$ cat src/shared/tbam_pkg.sv
// Purpose: Shared constants and types of the ten-bit address match slave
// Assumes: 16-bit register port with printed register offsets
// Notes:   Status and mask of the interrupt sit just above the serial block
package tbam_pkg;

    // Register port request travels as one bundle
    typedef struct packed {
        logic [15:0] addr;
        logic [15:0] wdata;
        logic        wr;
        logic        rd;
    } tbam_bus_req_t;

    // Register offsets
    localparam logic [15:0] OFS_RCV      = 16'h0200;
    localparam logic [15:0] OFS_TRN      = 16'h0202;
    localparam logic [15:0] OFS_BRG      = 16'h0204;
    localparam logic [15:0] OFS_CON      = 16'h0206;
    localparam logic [15:0] OFS_STAT     = 16'h0208;
    localparam logic [15:0] OFS_ADDR     = 16'h020A;
    localparam logic [15:0] OFS_IRQ_STAT = 16'h020C;
    localparam logic [15:0] OFS_IRQ_MASK = 16'h020E;

    // Reset values and the control write mask
    localparam logic [15:0] RST_TRN  = 16'h00FF;
    localparam logic [15:0] RST_CON  = 16'h1000;
    localparam logic [15:0] CON_WMSK = 16'hBFFF;

    // Control field positions
    localparam int unsigned CON_EN  = 15;
    localparam int unsigned CON_A10 = 10;

    // Status field positions
    localparam int unsigned ST_FULL = 8;
    localparam int unsigned ST_OV   = 6;
    localparam int unsigned ST_DA   = 5;
    localparam int unsigned ST_P    = 4;
    localparam int unsigned ST_S    = 3;
    localparam int unsigned ST_RW   = 2;
    localparam int unsigned ST_RBF  = 1;
    localparam int unsigned ST_TBF  = 0;

    // Interrupt status positions
    localparam int unsigned IRQ_EVT = 0;
    localparam int unsigned IRQ_OV  = 1;

    // Fixed upper five bits of a ten-bit first address byte
    localparam logic [4:0] TEN_PREFIX = 5'h1E;
    localparam logic [3:0] BITS_BYTE  = 4'h8;
    localparam logic [3:0] BITS_LAST  = 4'h7;

    // Link states, one-hot
    typedef enum logic [6:0] {
        ST_IDLE  = 7'h01,
        ST_ADDR  = 7'h02,
        ST_ACK   = 7'h04,
        ST_LOW   = 7'h08,
        ST_RX    = 7'h10,
        ST_TX    = 7'h20,
        ST_TXACK = 7'h40
    } tbam_state_t;

endpackage

$ cat src/core/tbam_slave.sv
// Purpose: Two-wire slave address match, 7 and 10 bit, with register map
// Assumes: scl_i and sda_i are asynchronous; clk_sys_i far faster than scl
// Notes:   No clock stretching; data bytes follow the 7-bit path
`timescale 1ns/100ps
module tbam_slave
    import tbam_pkg::*;
(
    input  wire logic          clk_sys_i,
    input  wire logic          rst_n_i,
    input  wire tbam_bus_req_t bus_i,
    output logic [15:0]        rdata_o,
    input  wire logic          scl_i,
    input  wire logic          sda_i,
    output logic               sda_o,
    output logic               sda_oe_n_o,
    output logic               irq_o
);

    logic [2:0]  scl_s;
    logic [2:0]  sda_s;
    logic        scl_f;
    logic        sda_f;
    logic        next_scl;
    logic        next_sda;
    logic        scl_rise;
    logic        scl_fall;
    logic        start_c;
    logic        stop_c;
    logic        go;
    logic        byte_end;
    tbam_state_t state;
    tbam_state_t ack_to;
    logic [3:0]  cnt;
    logic [7:0]  shreg;
    logic [7:0]  tx_sh;
    logic        sda_drv;
    logic        mack;
    logic        evt;
    logic        full_match;
    logic        rw_flag;
    logic        da_flag;
    logic        s_flag;
    logic        p_flag;
    logic [15:0] ctrl;
    logic [15:0] brg;
    logic [7:0]  trn;
    logic        tbf;
    logic [7:0]  rcv;
    logic        rbf;
    logic        ov;
    logic [9:0]  saddr;
    logic [1:0]  irq_stat;
    logic [1:0]  irq_mask;
    logic [1:0]  next_irq_stat;
    logic        en;
    logic        a10;
    logic        match7;
    logic        match_hi;
    logic        match_lo;
    logic        rx_done;
    logic        tx_load;
    logic        ov_set;
    logic [15:0] stat_word;

    // Three-stage synchronisers on the serial pins
    always_ff @(posedge clk_sys_i) begin
        if (!rst_n_i) begin
            scl_s <= 3'h7;
            sda_s <= 3'h7;
        end else begin
            scl_s <= {scl_s[1:0], scl_i};
            sda_s <= {sda_s[1:0], sda_i};
        end
    end

    // A level counts once stages two and three agree
    assign next_scl = (scl_s[1] == scl_s[2]) ? scl_s[2] : scl_f;
    assign next_sda = (sda_s[1] == sda_s[2]) ? sda_s[2] : sda_f;

    always_ff @(posedge clk_sys_i) begin
        if (!rst_n_i) begin
            scl_f <= 1'b1;
            sda_f <= 1'b1;
        end else begin
            scl_f <= next_scl;
            sda_f <= next_sda;
        end
    end

    // Bus edges and conditions
    assign scl_rise = next_scl & ~scl_f;
    assign scl_fall = ~next_scl & scl_f;
    assign start_c  = scl_f & next_scl & sda_f & ~next_sda;
    assign stop_c   = scl_f & next_scl & ~sda_f & next_sda;
    assign en       = ctrl[CON_EN];
    assign a10      = ctrl[CON_A10];
    assign go       = en & ~start_c & ~stop_c;
    assign byte_end = go & scl_fall & (cnt == BITS_BYTE);

    // Address comparators
    assign match7   = ~a10 & (shreg[7:1] == saddr[6:0]);
    assign match_hi = a10 & (shreg[7:3] == TEN_PREFIX)
                    & (shreg[2:1] == saddr[9:8]) & ~shreg[0];
    assign match_lo = (shreg == saddr[7:0]);

    // Strobes toward the data buffers
    assign rx_done = byte_end & (state == ST_RX);
    assign ov_set  = rx_done & rbf;
    assign tx_load = go & scl_fall
                   & (((state == ST_ACK) & (ack_to == ST_TX))
                   | ((state == ST_TXACK) & mack));

    // Link state machine
    always_ff @(posedge clk_sys_i) begin
        if (!rst_n_i) begin
            state      <= ST_IDLE;
            ack_to     <= ST_IDLE;
            cnt        <= 4'h0;
            shreg      <= 8'h00;
            tx_sh      <= 8'h00;
            sda_drv    <= 1'b0;
            mack       <= 1'b0;
            evt        <= 1'b0;
            full_match <= 1'b0;
            rw_flag    <= 1'b0;
            da_flag    <= 1'b0;
            s_flag     <= 1'b0;
            p_flag     <= 1'b0;
        end else begin
            evt <= 1'b0;
            if (!en || stop_c) begin
                state   <= ST_IDLE;
                sda_drv <= 1'b0;
                if (stop_c) begin
                    p_flag <= 1'b1;
                    s_flag <= 1'b0;
                end
            end else if (start_c) begin
                state   <= ST_ADDR;
                cnt     <= 4'h0;
                sda_drv <= 1'b0;
                s_flag  <= 1'b1;
                p_flag  <= 1'b0;
            end else begin
                unique case (state)
                    ST_IDLE: begin
                        cnt <= 4'h0;
                    end
                    ST_ADDR, ST_LOW, ST_RX: begin
                        if (scl_rise && cnt < BITS_BYTE) begin
                            shreg <= {shreg[6:0], next_sda};
                            cnt   <= cnt + 4'h1;
                        end else if (byte_end) begin
                            if (state == ST_ADDR && a10) begin
                                full_match <= 1'b0;
                                rw_flag    <= shreg[0];
                                da_flag    <= 1'b0;
                                sda_drv    <= match_hi;
                                ack_to     <= ST_LOW;
                                state <= match_hi ? ST_ACK
                                                  : ST_IDLE;
                            end else if (state == ST_ADDR) begin
                                rw_flag <= shreg[0];
                                da_flag <= 1'b0;
                                sda_drv <= match7;
                                ack_to  <= shreg[0] ? ST_TX : ST_RX;
                                state   <= match7 ? ST_ACK : ST_IDLE;
                            end else if (state == ST_LOW) begin
                                full_match <= match_lo;
                                sda_drv    <= match_lo;
                                ack_to     <= ST_RX;
                                state <= match_lo ? ST_ACK
                                                  : ST_IDLE;
                            end else begin
                                da_flag <= 1'b1;
                                sda_drv <= ~rbf;
                                ack_to  <= ST_RX;
                                state   <= ST_ACK;
                            end
                        end
                    end
                    ST_ACK: begin
                        if (go && scl_fall) begin
                            evt   <= 1'b1;
                            cnt   <= 4'h0;
                            state <= ack_to;
                            if (ack_to == ST_TX) begin
                                tx_sh   <= {trn[6:0], 1'b0};
                                sda_drv <= ~trn[7];
                            end else begin
                                sda_drv <= 1'b0;
                            end
                        end
                    end
                    ST_TX: begin
                        if (go && scl_fall) begin
                            if (cnt == BITS_LAST) begin
                                sda_drv <= 1'b0;
                                state   <= ST_TXACK;
                            end else begin
                                sda_drv <= ~tx_sh[7];
                                tx_sh   <= {tx_sh[6:0], 1'b0};
                                cnt     <= cnt + 4'h1;
                            end
                        end
                    end
                    ST_TXACK: begin
                        if (scl_rise) begin
                            mack <= ~next_sda;
                        end else if (go && scl_fall) begin
                            evt   <= 1'b1;
                            cnt   <= 4'h0;
                            state <= mack ? ST_TX : ST_IDLE;
                            tx_sh   <= {trn[6:0], 1'b0};
                            sda_drv <= mack & ~trn[7];
                        end
                    end
                endcase
            end
        end
    end

    // Open-drain data pin: pull low only, enable is active low
    always_ff @(posedge clk_sys_i) begin
        if (!rst_n_i) begin
            sda_o      <= 1'b0;
            sda_oe_n_o <= 1'b1;
        end else begin
            sda_o      <= 1'b0;
            sda_oe_n_o <= ~sda_drv;
        end
    end

    // Receive buffer, full flag and overflow; hardware set beats clear
    always_ff @(posedge clk_sys_i) begin
        if (!rst_n_i) begin
            rcv <= 8'h00;
            rbf <= 1'b0;
            ov  <= 1'b0;
        end else begin
            if (rx_done && !rbf) begin
                rcv <= shreg;
                rbf <= 1'b1;
            end else if (bus_i.rd && bus_i.addr == OFS_RCV) begin
                rbf <= 1'b0;
            end
            if (ov_set) begin
                ov <= 1'b1;
            end else if (bus_i.wr && bus_i.addr == OFS_STAT) begin
                ov <= bus_i.wdata[ST_OV];
            end
        end
    end

    // Software-written registers
    always_ff @(posedge clk_sys_i) begin
        if (!rst_n_i) begin
            ctrl     <= RST_CON;
            brg      <= 16'h0000;
            trn      <= RST_TRN[7:0];
            tbf      <= 1'b0;
            saddr    <= 10'h000;
            irq_mask <= 2'h0;
        end else begin
            if (bus_i.wr) begin
                unique case (bus_i.addr)
                    OFS_CON:      ctrl     <= bus_i.wdata & CON_WMSK;
                    OFS_BRG:      brg      <= bus_i.wdata;
                    OFS_TRN:      trn      <= bus_i.wdata[7:0];
                    OFS_ADDR:     saddr    <= bus_i.wdata[9:0];
                    OFS_IRQ_MASK: irq_mask <= bus_i.wdata[1:0];
                    default:      ;
                endcase
            end
            // A new byte written as the old one is taken stays pending
            if (bus_i.wr && bus_i.addr == OFS_TRN) begin
                tbf <= 1'b1;
            end else if (tx_load) begin
                tbf <= 1'b0;
            end
        end
    end

    // Status word as software sees it
    always_comb begin
        stat_word          = 16'h0000;
        stat_word[ST_FULL] = full_match;
        stat_word[ST_OV]   = ov;
        stat_word[ST_DA]   = da_flag;
        stat_word[ST_P]    = p_flag;
        stat_word[ST_S]    = s_flag;
        stat_word[ST_RW]   = rw_flag;
        stat_word[ST_RBF]  = rbf;
        stat_word[ST_TBF]  = tbf;
    end

    // Sticky interrupt causes, cleared by reading them; new events win
    always_comb begin
        next_irq_stat = irq_stat;
        if (bus_i.rd && bus_i.addr == OFS_IRQ_STAT) begin
            next_irq_stat = 2'h0;
        end
        next_irq_stat[IRQ_EVT] = next_irq_stat[IRQ_EVT] | evt;
        next_irq_stat[IRQ_OV]  = next_irq_stat[IRQ_OV] | ov_set;
    end

    always_ff @(posedge clk_sys_i) begin
        if (!rst_n_i) begin
            irq_stat <= 2'h0;
            irq_o    <= 1'b0;
        end else begin
            irq_stat <= next_irq_stat;
            irq_o    <= |(next_irq_stat & irq_mask);
        end
    end

    // Read data, valid in the cycle after the read strobe
    always_ff @(posedge clk_sys_i) begin
        if (!rst_n_i) begin
            rdata_o <= 16'h0000;
        end else if (bus_i.rd) begin
            unique case (bus_i.addr)
                OFS_RCV:      rdata_o <= {8'h00, rcv};
                OFS_TRN:      rdata_o <= {8'h00, trn};
                OFS_BRG:      rdata_o <= brg;
                OFS_CON:      rdata_o <= ctrl;
                OFS_STAT:     rdata_o <= stat_word;
                OFS_ADDR:     rdata_o <= {6'h00, saddr};
                OFS_IRQ_STAT: rdata_o <= {14'h0000, irq_stat};
                OFS_IRQ_MASK: rdata_o <= {14'h0000, irq_mask};
                default:      rdata_o <= 16'h0000;
            endcase
        end else begin
            rdata_o <= 16'h0000;
        end
    end
endmodule // tbam_slave

$ cat config.mk
export PLATFORM = sky130hd
export DESIGN_NAME = tbam_slave
export DESIGN_NICKNAME = d
export VERILOG_FILES = /design/src/shared/tbam_pkg.sv /design/src/core/tbam_slave.sv
export SDC_FILE = /design/constraint.sdc
export NUM_CORES = 1
export LEC_CHECK = 0
export ABC_AREA = 1
export BUFFER_PORTS_ARGS = -buffer_cell sky130_fd_sc_hd__buf_4
export CORE_ASPECT_RATIO = 2
export CORE_MARGIN = 2
export CORE_UTILIZATION = 35
export CTS_BUF_LIST = sky130_fd_sc_hd__clkbuf_8
export DETAILED_ROUTE_END_ITERATION = 16
export GPL_TIMING_DRIVEN = 0
export SYNTH_ARGS = -nofsm -noshare
export SYNTH_HDL_FRONTEND = slang
export SYNTH_SLANG_ARGS = --single-unit
$ cat constraint.sdc
create_clock -name clk_sys_i -period 1.5 [get_ports clk_sys_i]
set_input_delay 0.3 -clock clk_sys_i [delete_from_list [all_inputs] [get_ports clk_sys_i]]
set_output_delay 0.3 -clock clk_sys_i [all_outputs]
set_load 0.05 [all_outputs]
==> summary.txt <==
CTS
  – Reg clk slew, reported paths: 90 ps
  – Hold Buf Count CTS: 0
  – Max Buffers Root-to-Sink: 2
  – # clock sinks: 128
  – TritonCTS clock tree: yes
  – H-tree depth: 4
  – Number of buffers created by CTS: 17
  – Clk Latency, worst-skew pair: roughly 480 ps
  – Clk root buf: clkbuf_8

Logic synthesis
  – Yosys top cell area share: between 40% and 50%
  – Synth top cells by count: nand2_1 (174), dfxtp_1 (128), inv_1 (105), a21oi_1 (96)
  – Yosys top cell by area: dfxtp_1
  – Post-Syn Instances: 884
  – Area of the mapped netlist: approximately 6200 um^2
  – Most numerous cell in the Yosys netlist: nand2_1
  – Synthesized Nets: between 900 and 1,000
  – Register bit total from synthesis: 128
  – Post-synth top flop: dfxtp_1
  – Syn Area/Cell: 6.99 um^2
  – Synth unique cells: 42
  – Async SR Flop Fraction: 0%
  – Post-synth EDFFs: 0
  – Synth top area cells: dfxtp_1 (41%), nand2_1 (11%), a21oi_1 (7.8%), o21ai_0 (6.5%), inv_1 (6.4%)
  – Yosys warnings: 0
  – Post-synthesis sequential area ratio: between 40% and 50%

Cells and area
  – # diodes: 0
  – FILL cells: ~1,700
  – Layout cells sized above 1: around a third
  – Non-Filler Instances: 1,231
  – Design Area, Final: ~8400 um^2
  – NumNets Final: 1,048
  – Area occupied by multi-input gates: 3650 um^2
  – Area grow syn2layout: 35.5%
  – FF+latch area: ~2600 um^2

Status
  – Failing checks: negative setup slack
  – Status: finished with violations

Timing
  – Unrepaired setup endpoints after global routing: true
  – Worst-Margin Slew: 759 ps
  – Slew Viols, Final: 0
  – Fmax: slightly below 0.6 GHz
  – Period utilisation layout: 113%
  – Worst hold margin: between 15 and 20 ps
  – Worst slew margin: about half
  – Hold Fails Final Rpt: 0
  – PnR worst setup slack: -188 ps
  – Setup violators final: 34
  – Clk_skew: ~16 ps
  – Period minus WS final: roughly 1700 ps

Floorplanning
  – Die ar.: 18,800 um^2
  – Die Ht: between 150 and 200 um
  – Core footprint: around 17,000 um^2
  – Die width: between 90 and 100 um
  – Starting Density: a little over a third
  – Num rows: 68
  – I/O pin total: 57

Setup path
  – Worst-path cell chain: nor2_4 > nand2_4 > nor2_4 > buf_6 > nor2_4 > nor3_4 > nand2_2 > nand2_1 > a21oi_1
  – CP max stage cell: dfxtp_4
  – Critical Path RT: between 1500 and 2000 ps
  – Max incr delay on CP: approximately 380 ps
  – Crit path max-delay family: simple AND/OR/NAND/NOR gates
  – Kind of start point of the critical path: register
  – Crit Path Max Fanout: 7
  – Crit path buf inv count: 1
  – CP arrival: approximately 2000 ps
  – Most used cell, CP: nor2_4
  – Critical path type: register to register
  – Crit end category: register

Hold path
  – Hold Path Class: input port to register

Pwr
  – Max IR drop VDD: between 0.0008 and 0.0009 V
  – Cell Pwr Density: between 800 and 900 nW/um^2
  – Power Total: about 6.9 mW
  – Static Leak: approximately 3.2 nW

Job
  – Max-Cap Viols: 0

Global routing
  – Global-route wire length before repair: around 32,000 um
  – Vias in the first global route: 6,029
  – GRT overflow: 0
  – Largest net degree at the start of global routing: 17
  – Initial antenna violation count: 0
  – GRT Total Usage: a little over a fifth

Place
  – Post-DP Area: roughly 7000 um^2
  – Placed cell count: ~1,100
  – Number of port buffers: 53
  – Routability congestion estimate: 0.893
  – DP Wirelength: 15,400 um

Drt
  – Vias post-DR: between 6,000 and 7,000
  – Initial DRC count: about 310
  – Residual DRC: 0
  – WL per Instance: 17.0 um
  – Post-Route WL: around 21,000 um
  – Post-route ant nets: 0
  – Vias/cell: ~5.1
  – DRT Pass-1 Iters: 5
metrics by stage:
step / util [%] / worst slack [ps] / setup TNS, ps
detailed placement: 40.1 / -620 / -40290
global route: 48.5 / -282 / -7430
CTS: 46.0 / -186 / -3720
finish: 48.5 / -188 / -4140
global placement: 40.1 / -607 / -40060
floorplan: - / -39.4 / -316
where the power goes:
part / leakage (nW) / switching [mW] / internal (mW)
sequential: 1.04 / 0.00517 / 3.39
clock: 0.209 / 1.66 / 1.58
combinational: 1.97 / 0.189 / 0.108
per-layer routing:
layer / global-route usage (%) / vias to the layer above / wire length (um)
met2: 43.4 / 168 / 11900
met3: 4.26 / 66 / 652
li1: - / 3133 / -
met1: 19.4 / 2929 / 7090
met4: 13.6 / 0 / 1260
met5: 0 / - / 0
cell families (layout without fill, tap and decap cells):
logic type	count (synthesis)	count (layout)	synth area share, %
AO/OA/AOI/OAI	195	195	16.3
flip-flops	128	128	41.5
adder cells (fa/ha/maj)	2	2	0.405
AND/OR/NAND/NOR	397	397	30.1
buffers and inverters	146	283	9.46
other	1	1	0.0607
XOR/XNOR	15	15	2.13
layout make-up:
| class | instances | area share, % |
|---|---|---|
| Clock inverter | 14 | 2.02 |
| Buffer | 31 | 2.18 |
| Tap cell | 210 | 3.14 |
| Sequential cell | 128 | 31.0 |
| Timing Repair Buffer | 106 | 9.79 |
| Multi-Input combinational cell | 610 | 43.6 |
| Inverter | 114 | 5.31 |
| Clock buffer | 18 | 2.96 |
worst paths after layout:
path / cells past startpoint / to / slack [ps] / startpoint
max reg2reg: 9 / tx_sh[2] / -190 / state[1]
max: 9 / tx_sh[2] / -190 / state[1]
min reg2reg: 1 / scl_s[1] / 420 / scl_s[0]
min: 2 / scl_s[0] / 20 / scl_i
sequential cells by signal, indices dropped and copies added, names as in the netlist, 2 cells and up:
register,flops
brg,16
shreg,8
ack_to,4
irq_stat,2
irq_mask,2
rcv,8
tx_sh,7
saddr,10
scl_s,3
rdata_o,16
state,7
ctrl,15
cnt,4
sda_s,3
trn,8
layout by cell type (no fill, tap or decap), types with 3 or more instances in the layout:
cell and instances:
nor3_4 3, dfxtp_1 115, buf_6 12, inv_1 95
nor2_1 56, o21ai_2 13, clkinv_4 3, buf_4 100
nand4_1 27, nand2_4 14, clkbuf_1 16, nor2_4 27
xnor2_1 12, clkbuf_8 18, a21oi_1 86, dfxtp_2 6
xor2_1 3, o22ai_1 6, nor2_2 18, dfxtp_4 7
o21ai_1 11, nand3_1 38, nand2_2 16, or2_2 5
a21oi_2 11, inv_2 13, nor3_1 5, o21ai_0 60
nand2_1 155, inv_4 4, inv_6 7, nand3_2 12
buf_2 5, nand3_4 10
repair_timing:
item | 4_1_cts | 5_1_grt
gates resized for setup | 101 | 94
pin swaps | 21 | 40
setup buffers | 37 | 14
setup endpoints to repair | 61 | 65
cloned | 0 | 3
No activity file was read; power rests on OpenSTA's default activity.
